<file path="config.mk">
export PLATFORM = sky130hd
export DESIGN_NAME = itp_timer
export DESIGN_NICKNAME = d
export VERILOG_FILES = /design/src/design/itp_prescale.v /design/src/design/itp_downcount.v /design/src/design/itp_timer.v
export VERILOG_INCLUDE_DIRS = /design/src /design/src/design
export SDC_FILE = /design/constraint.sdc
export NUM_CORES = 1
export LEC_CHECK = 0
export ABC_CLOCK_PERIOD_IN_PS = 3100
export BUFFER_PORTS_ARGS = -buffer_cell sky130_fd_sc_hd__buf_2
export CORE_ASPECT_RATIO = 0.5
export CORE_MARGIN = 3
export CORE_UTILIZATION = 40
export DETAILED_ROUTE_END_ITERATION = 16
export RECOVER_POWER = 50
export SYNTH_ARGS = -nofsm -noshare
export SYNTH_HDL_FRONTEND = slang
export SYNTH_HIERARCHICAL = 1
export SYNTH_SLANG_ARGS = --single-unit
</file>
<file path="constraint.sdc">
create_clock -name clk_i -period 3.1 [get_ports clk_i]
set_clock_uncertainty 0.1 [all_clocks]
set_input_delay 0.775 -clock clk_i [delete_from_list [all_inputs] [get_ports clk_i]]
set_output_delay 0.775 -clock clk_i [all_outputs]
set_load 0.005 [all_outputs]
</file>
<file path="src/design/itp_defines.vh">
`ifndef ITP_DEFINES_VH
`define ITP_DEFINES_VH

// Word offsets of the register map (byte address = offset).
`define ITP_OFF_COUNT    8'h00
`define ITP_OFF_SCALE    8'h04
`define ITP_OFF_PERIOD   8'h08
`define ITP_OFF_CTRL     8'h0C
`define ITP_OFF_STATUS   8'h10

// Control register fields.
`define ITP_CTRL_EN_BIT  0

// Status register fields.
`define ITP_STAT_EXP_BIT 0
`define ITP_STAT_RUN_BIT 1

// Reset values.
`define ITP_RST_COUNT    16'h0000
`define ITP_RST_SCALE    8'h00
`define ITP_RST_PERIOD   16'h0000
`define ITP_RST_CTRL     1'b0
`define ITP_RST_EXPIRED  1'b0

// Register address width in bits.
`define ITP_ADR_W        8

// Width of one bus byte lane in bits.
`define ITP_LANE_W       8

`endif

</file>
<file path="src/design/itp_prescale.v">
`timescale 1ns/1ps
`include "itp_defines.vh"

// Counts processor cycles; one strobe every scale+1 cycles while enabled.
module itp_prescale #(
	parameter SCALE_W = 8
)(
	input  wire               clk_i,
	input  wire               rst_i,
	input  wire               en_i,
	input  wire [SCALE_W-1:0] scale_i,
	output reg                tick_o
);

	reg [SCALE_W-1:0] cnt_q;

	always @(posedge clk_i)
	begin
		if (rst_i || !en_i)
		begin
			cnt_q  <= {SCALE_W{1'b0}};
			tick_o <= 1'b0;
		end
		else if (cnt_q == {SCALE_W{1'b0}})
		begin
			cnt_q  <= scale_i;
			tick_o <= 1'b1;
		end
		else
		begin
			cnt_q  <= cnt_q - {{(SCALE_W-1){1'b0}}, 1'b1};
			tick_o <= 1'b0;
		end
	end

endmodule // itp_prescale

</file>
<file path="src/design/itp_downcount.v">
`timescale 1ns/1ps
`include "itp_defines.vh"

// Down-counter with reload; a software write takes priority over a tick.
module itp_downcount #(
	parameter CNT_W = 16
)(
	input  wire             clk_i,
	input  wire             rst_i,
	input  wire             tick_i,
	input  wire             wr_i,
	input  wire [CNT_W-1:0] wdata_i,
	input  wire [CNT_W-1:0] period_i,
	output reg  [CNT_W-1:0] count_o,
	output reg              zero_o
);

	always @(posedge clk_i)
	begin
		if (rst_i)
		begin
			count_o <= `ITP_RST_COUNT;
			zero_o  <= 1'b0;
		end
		else if (wr_i)
		begin
			count_o <= wdata_i;
			zero_o  <= 1'b0;
		end
		else if (tick_i && count_o == {CNT_W{1'b0}})
		begin
			count_o <= period_i;
			zero_o  <= 1'b1;
		end
		else if (tick_i)
		begin
			count_o <= count_o - {{(CNT_W-1){1'b0}}, 1'b1};
			zero_o  <= 1'b0;
		end
		else
			zero_o  <= 1'b0;
	end

endmodule // itp_downcount

</file>
<file path="src/design/itp_timer.v">
// Local design decisions: the placing of the registers and the Wishbone slave port.
`timescale 1ns/1ps
`include "itp_defines.vh"

module itp_timer #(
	parameter CNT_W   = 16,
	parameter SCALE_W = 8
)(
	input  wire        clk_i,
	input  wire        rst_i,
	input  wire        cyc_i,
	input  wire        stb_i,
	input  wire        we_i,
	input  wire [7:0]  adr_i,
	input  wire [3:0]  sel_i,
	input  wire [31:0] dat_i,
	output reg  [31:0] dat_o,
	output reg         ack_o,
	output reg         err_o,
	output reg         timer_irq_o
);

	// Codes that pick the register placed on the read data.
	localparam RSEL_NONE   = 3'b000;
	localparam RSEL_COUNT  = 3'b001;
	localparam RSEL_SCALE  = 3'b010;
	localparam RSEL_PERIOD = 3'b011;
	localparam RSEL_CTRL   = 3'b100;
	localparam RSEL_STATUS = 3'b101;

	// Byte lanes that carry the period register; lanes above them are ignored.
	localparam PER_LANES   = CNT_W / `ITP_LANE_W;

	// Software-visible state and its next values.
	reg  [SCALE_W-1:0] scale_q;
	reg  [SCALE_W-1:0] scale_d;
	reg  [CNT_W-1:0]   period_q;
	wire [CNT_W-1:0]   period_d;
	reg                en_q;
	reg                en_d;
	reg                expired_q;
	reg                expired_d;

	// Next values of the registered outputs.
	reg  [31:0]        dat_d;
	reg                ack_d;
	reg                err_d;
	reg                irq_d;
	reg  [2:0]         rsel;

	// Strobes between the bus side and the counting side.
	wire               tick;
	wire               zero;
	wire [CNT_W-1:0]   count;

	// Bus decode.
	wire               req;
	wire               wr;
	wire               rd;
	wire               hit_count;
	wire               hit_scale;
	wire               hit_period;
	wire               hit_ctrl;
	wire               hit_status;
	wire               hit;
	wire               wr_count;
	wire               wr_scale;
	wire               wr_period;
	wire               wr_ctrl;
	wire               clr_expired;
	genvar             lane;

	// A request is taken only while no answer stands, so a held strobe is served again every second cycle.
	assign req         = cyc_i && stb_i && !ack_o && !err_o;
	assign wr          = req && we_i;
	assign rd          = req && !we_i;

	assign hit_count   = (adr_i == `ITP_OFF_COUNT);
	assign hit_scale   = (adr_i == `ITP_OFF_SCALE);
	assign hit_period  = (adr_i == `ITP_OFF_PERIOD);
	assign hit_ctrl    = (adr_i == `ITP_OFF_CTRL);
	assign hit_status  = (adr_i == `ITP_OFF_STATUS);
	assign hit         = hit_count || hit_scale || hit_period || hit_ctrl || hit_status;

	// The count is loaded whole, so the counter never runs on half of a new value.
	assign wr_count    = wr && hit_count && sel_i[0] && sel_i[1];
	assign wr_scale    = wr && hit_scale && sel_i[0];
	assign wr_period   = wr && hit_period;
	assign wr_ctrl     = wr && hit_ctrl && sel_i[0];
	assign clr_expired = wr && hit_status && sel_i[0] && dat_i[`ITP_STAT_EXP_BIT];

	// Each lane of the period register takes its byte only when its select is set.
	generate
		for (lane = 0; lane < PER_LANES; lane = lane + 1)
		begin : g_period_lane
			assign period_d[lane*`ITP_LANE_W +: `ITP_LANE_W] = (wr_period && sel_i[lane]) ?
				dat_i[lane*`ITP_LANE_W +: `ITP_LANE_W] : period_q[lane*`ITP_LANE_W +: `ITP_LANE_W];
		end
	endgenerate

	itp_prescale #(
		.SCALE_W (SCALE_W)
	) u_pre (
		.clk_i   (clk_i),
		.rst_i   (rst_i),
		.en_i    (en_q),
		.scale_i (scale_q),
		.tick_o  (tick)
	);

	itp_downcount #(
		.CNT_W    (CNT_W)
	) u_cnt (
		.clk_i    (clk_i),
		.rst_i    (rst_i),
		.tick_i   (tick),
		.wr_i     (wr_count),
		.wdata_i  (dat_i[CNT_W-1:0]),
		.period_i (period_q),
		.count_o  (count),
		.zero_o   (zero)
	);

	// A new scale takes effect at the next prescaler reload, not in mid-step.
	always @*
	begin
		scale_d = scale_q;
		if (wr_scale)
			scale_d = dat_i[SCALE_W-1:0];
	end

	// Clearing the enable also clears the prescaler, so a restart ticks one cycle after the enable is set, not a full step later.
	always @*
	begin
		en_d = en_q;
		if (wr_ctrl)
			en_d = dat_i[`ITP_CTRL_EN_BIT];
	end

	// Sticky expiry flag, write one to clear; a new expiry wins over the clear so none is lost.
	always @*
	begin
		expired_d = expired_q;
		if (clr_expired)
			expired_d = 1'b0;
		if (zero)
			expired_d = 1'b1;
	end

	// Only one offset can match, so the priority order here is immaterial.
	always @*
	begin
		rsel = RSEL_NONE;
		if (hit_count)
			rsel = RSEL_COUNT;
		else if (hit_scale)
			rsel = RSEL_SCALE;
		else if (hit_period)
			rsel = RSEL_PERIOD;
		else if (hit_ctrl)
			rsel = RSEL_CTRL;
		else if (hit_status)
			rsel = RSEL_STATUS;
	end

	// Read data is zero outside a read answer, so a stale value never shows on the bus.
	always @*
	begin
		dat_d = {32{1'b0}};
		if (rd)
		begin
			case (rsel)
				RSEL_COUNT:
					dat_d[CNT_W-1:0] = count;
				RSEL_SCALE:
					dat_d[SCALE_W-1:0] = scale_q;
				RSEL_PERIOD:
					dat_d[CNT_W-1:0] = period_q;
				RSEL_CTRL:
					dat_d[`ITP_CTRL_EN_BIT] = en_q;
				RSEL_STATUS:
				begin
					dat_d[`ITP_STAT_EXP_BIT] = expired_q;
					dat_d[`ITP_STAT_RUN_BIT] = en_q;
				end
				default:
					dat_d = {32{1'b0}};
			endcase
		end
	end

	// Single-cycle answer: ack or err one cycle after the request is taken.
	always @*
	begin
		ack_d = req && hit;
		err_d = req && !hit;
	end

	// The request toward the processor interrupt logic is one pulse per expiry.
	always @*
	begin
		irq_d = zero;
	end

	// State registers, all cleared by the synchronous reset.
	always @(posedge clk_i)
	begin
		if (rst_i)
		begin
			scale_q <= `ITP_RST_SCALE;
		end
		else
		begin
			scale_q <= scale_d;
		end
	end

	// The period is read only at a reload, so a write between expiries shapes the next interval.
	always @(posedge clk_i)
	begin
		if (rst_i)
		begin
			period_q <= `ITP_RST_PERIOD;
		end
		else
		begin
			period_q <= period_d;
		end
	end

	always @(posedge clk_i)
	begin
		if (rst_i)
		begin
			en_q <= `ITP_RST_CTRL;
		end
		else
		begin
			en_q <= en_d;
		end
	end

	always @(posedge clk_i)
	begin
		if (rst_i)
		begin
			expired_q <= `ITP_RST_EXPIRED;
		end
		else
		begin
			expired_q <= expired_d;
		end
	end

	// Every output leaves a flip-flop, so the bus sees no combinational path from its own inputs.
	always @(posedge clk_i)
	begin
		if (rst_i)
		begin
			dat_o <= {32{1'b0}};
		end
		else
		begin
			dat_o <= dat_d;
		end
	end

	// The answer drops by itself in the next cycle, even while the strobe is still held.
	always @(posedge clk_i)
	begin
		if (rst_i)
		begin
			ack_o <= 1'b0;
			err_o <= 1'b0;
		end
		else
		begin
			ack_o <= ack_d;
			err_o <= err_d;
		end
	end

	always @(posedge clk_i)
	begin
		if (rst_i)
		begin
			timer_irq_o <= 1'b0;
		end
		else
		begin
			timer_irq_o <= irq_d;
		end
	end

endmodule // itp_timer

</file>
==> impl_metrics.yaml <==
setup_path:
  critical_path.max_fanout: 4
  path_cells: "buf_2 -> or4_4 -> nor4b_2 -> and4b_1 -> nand2b_1 -> nor2_1 -> buf_4 -> a31oi_1 -> o21ai_0"
  slowest_stage: "sky130_fd_sc_hd__or4_4"
  worst-endpoint-required_ns: 3.21
  worst_setup_path_end_kind: "flop"
  start_kind: "primary input"
  cp.arrival_ns: 2.90
  worst-path-stages: 9
  cp_max_stage_delay_ns: 0.53
  worst_path_dominant_cell_family: "simple AND/OR/NAND/NOR gates"
  crit_type: "primary input to flop"
  worst_reg2reg_path_depth: 7
  cp_num_buf_inv: 2
synthesis:
  synth_compound_gate_area_share_pct: 13.55
  basic_gate_share_of_the_synthesized_area_counting_and_or_nand_and_nor_cells_pct: 26.91
  synth_enable_flop_cells: 0
  yosys_register_bits: 71
  postSynth.asyncResetShare_pct: 0
  synth_area_per_cell_um2: 9.254
  dominant_register_cell_in_the_synthesized_netlist: "sky130_fd_sc_hd__dfxtp_1"
  combinational_family_with_the_most_area_after_synthesis: "simple AND/OR/NAND/NOR gates"
  synth-xor-area-share_pct: 2.936
  cell_area_after_technology_mapping_mm2: 0.003877
  synth_seq_area_share_pct: 36.66
  synth.mux.area_fraction_pct: 12.00
  synth_fa_ha_area_share_pct: 0.9681
  synth_cell_type_count: 64
  post_synth_inst_count: 419
  yosys_warnings: 6
clocking:
  hold_buffers: 0
  tritoncts: "yes"
  clock_tree_buf_depth: 2
  postCtsSetupBuffers: 0
  clkSlewWorstSetupHoldPaths_ns: 0.06
  cts_made_buffers: 9
  cts.sinks: 71
  clock-root-buffer: "sky130_fd_sc_hd__clkbuf_16"
  cts-resized-gates: 0
  clock_latency_on_the_worst_skew_pair_ns: 0.33
  clock_tree.htree_level_count: 3
final_layout:
  design_area_mm2: 0.004524
  layout-drive-gt1-share_pct: 18.95
  nets: 522
  antenna-diode-count: 0
  syn_to_final_growth_pct: 16.68
floorplanning:
  starting_utilization_of_the_core_area_pct: 42.76
  floorplan.core_area_mm2: 0.009069
  die-width_um: 145.2
  die_area_mm2: 0.01098
  rows: 24
  pin_count: 84
  die-height_um: 75.62
grt:
  maximum_number_of_pins_on_one_net_before_global_route_repair: 36
  first_global_vias: 2823
  global_route_total_usage_across_every_layer_pct: 17.41
  grt_pass1_wl_mm: 14.99
  grt_antenna_before_repair: 0
  grt_remaining_overflow: 0
run:
  cap_viol_max_count: 0
timing:
  timing.hold.ws_ns: 0.3769
  fin_crit_sh_pct: 89.99
  max_slew_violation_count: 0
  setup-tns-final_ns: 0
  rsz0062_at_grt: "false"
  finalHoldViolCount: 0
  slew-limit-headroom_pct: 22.12
  achievable-frequency_mhz: 358.5
  worst_pin_slew_ns: 1.168
  timing.final.crit_period_ns: 2.790
  timing.final.setup_violations: 0
detailed_routing:
  detail-route-antenna-nets: 0
  vias: 3093
  detail_route.wirelength_mm: 9.265
  remaining_routing_drc_violations: 0
  route.detailed.wl_per_inst_um: 15.31
  average_via_count_per_standard_cell: 5.112
  drtPass1Iterations: 4
  first_iter_violations: 153
placement:
  detailedPlacementHpwl_mm: 6.754
  place.gp.congestion: 0.8062
  numPortBuffers: 49
  placedInstanceArea_mm2: 0.004254
power:
  power_leakage_nw: 1.838
  power_density_cells_mw_per_mm2: 463.2
  worst_ir_drop_vdd_uv: 276.9
worst_hold_path:
  holdCritPathClass: "flop to flop"
  hold_depth: 1
run_status:
  status: "completed"
==> final cells by class <==
cell class,instances,area [µm²]
clock inverter,6,85.08
clock buffer,10,229.0
sequential,71,1421
inverter,5,18.77
multi-input combinational,316,2226
fill,905,4544
timing repair buffer,67,381.6
tap,130,162.7
==> layer usage <==
| metal | global-route usage (%) | part of all wire, % |
|---|---|---|
| met3 | 5.110 | 5.4 |
| met4 | 5.152 | 0.72 |
| met1 | 24.58 | 51 |
| met2 | 26.08 | 43 |
| met5 | 0 | 0 |
==> worst register-to-register path, cell delays in order, from the launching register on <==
cell	delay, ns
sky130_fd_sc_hd__dfxtp_1	0.44
sky130_fd_sc_hd__inv_1	0.11
sky130_fd_sc_hd__ha_1	0.25
sky130_fd_sc_hd__nor3b_2	0.19
sky130_fd_sc_hd__nand4_4	0.12
sky130_fd_sc_hd__or2_0	0.68
sky130_fd_sc_hd__nand2_1	0.24
sky130_fd_sc_hd__o21ai_0	0.22
==> sequential cells by signal, indices dropped and copies added (netlist names), 8 cells and up <==
name,cells
dat_o,16
period_q,16
scale_q,8
u_cnt/count_o,16
u_pre/cnt_q,8
==> stage by stage <==
step | power [mW] | std cells | util [%] | setup slack, ns
floorplan | 1.004 | 434 | - | 0.1405
global placement | 1.032 | 589 | 46.91 | 0.09654
detailed placement | 1.032 | 589 | 46.91 | 0.03427
CTS | 2.128 | 605 | 50.37 | 0.3904
global route | 2.183 | 605 | 49.89 | 0.2348
finish | 2.095 | 605 | 49.89 | 0.3102
==> cell usage after synthesis, types with 5 or more instances <==
library cell	number	area (µm²)
sky130_fd_sc_hd__buf_4	17	127.6
sky130_fd_sc_hd__a2bb2oi_1	6	52.55
sky130_fd_sc_hd__nor3_1	19	95.09
sky130_fd_sc_hd__inv_1	5	18.77
sky130_fd_sc_hd__nor3b_1	16	120.1
sky130_fd_sc_hd__mux2i_1	42	420.4
sky130_fd_sc_hd__o21ai_1	6	30.03
sky130_fd_sc_hd__a31oi_1	6	37.54
sky130_fd_sc_hd__clkbuf_1	18	67.56
sky130_fd_sc_hd__nor2_1	34	127.6
sky130_fd_sc_hd__nand2_1	5	18.77
sky130_fd_sc_hd__xor2_1	7	61.31
sky130_fd_sc_hd__dfxtp_1	71	1421
sky130_fd_sc_hd__o21ai_0	6	30.03
sky130_fd_sc_hd__xnor2_1	6	52.55
sky130_fd_sc_hd__nand2b_1	45	281.5
sky130_fd_sc_hd__a21oi_1	23	115.1
==> final timing paths <==
check                         from           endpoint  slack, ns
hold reg to reg     u_pre/cnt_q[7]     u_pre/cnt_q[7]       0.38
setup reg to reg  u_cnt/count_o[0]  u_cnt/count_o[13]       0.68
setup / recovery          adr_i[1]  u_cnt/count_o[13]       0.31
hold / removal      u_pre/cnt_q[7]     u_pre/cnt_q[7]       0.38
==> cells in the final DEF, fill, tap and decap left out, types with 7 or more instances in the layout <==
| cell | n |
|---|---|
| sky130_fd_sc_hd__nand2b_1 | 45 |
| sky130_fd_sc_hd__mux2i_1 | 42 |
| sky130_fd_sc_hd__buf_2 | 35 |
| sky130_fd_sc_hd__nor3_1 | 19 |
| sky130_fd_sc_hd__xor2_1 | 7 |
| sky130_fd_sc_hd__buf_4 | 14 |
| sky130_fd_sc_hd__clkbuf_16 | 9 |
| sky130_fd_sc_hd__nor2_1 | 34 |
| sky130_fd_sc_hd__a211oi_1 | 8 |
| sky130_fd_sc_hd__conb_1 | 16 |
| sky130_fd_sc_hd__clkbuf_1 | 16 |
| sky130_fd_sc_hd__nor3b_1 | 16 |
| sky130_fd_sc_hd__dfxtp_1 | 71 |
| sky130_fd_sc_hd__a21oi_1 | 23 |
==> kinds of logic (layout without fill, tap and decap cells) <==
| logic type | Yosys count | in the layout |
|---|---|---|
| buf+inv | 47 | 88 |
| xor+xnor | 13 | 13 |
| fa+ha+maj | 3 | 3 |
| flops | 71 | 71 |
| other cells | 1 | 16 |
| mux | 45 | 45 |
| simple gates | 163 | 163 |
| compound gates | 76 | 76 |
==> power breakdown <==
group          leakage, nW  switching [mW]  internal, mW
combinational         1.12          0.0558        0.0420
clock                0.148           0.383         0.701
sequential           0.572        0.000549         0.913
total                 1.84           0.439          1.66
Power figures use the tool's default switching activity.
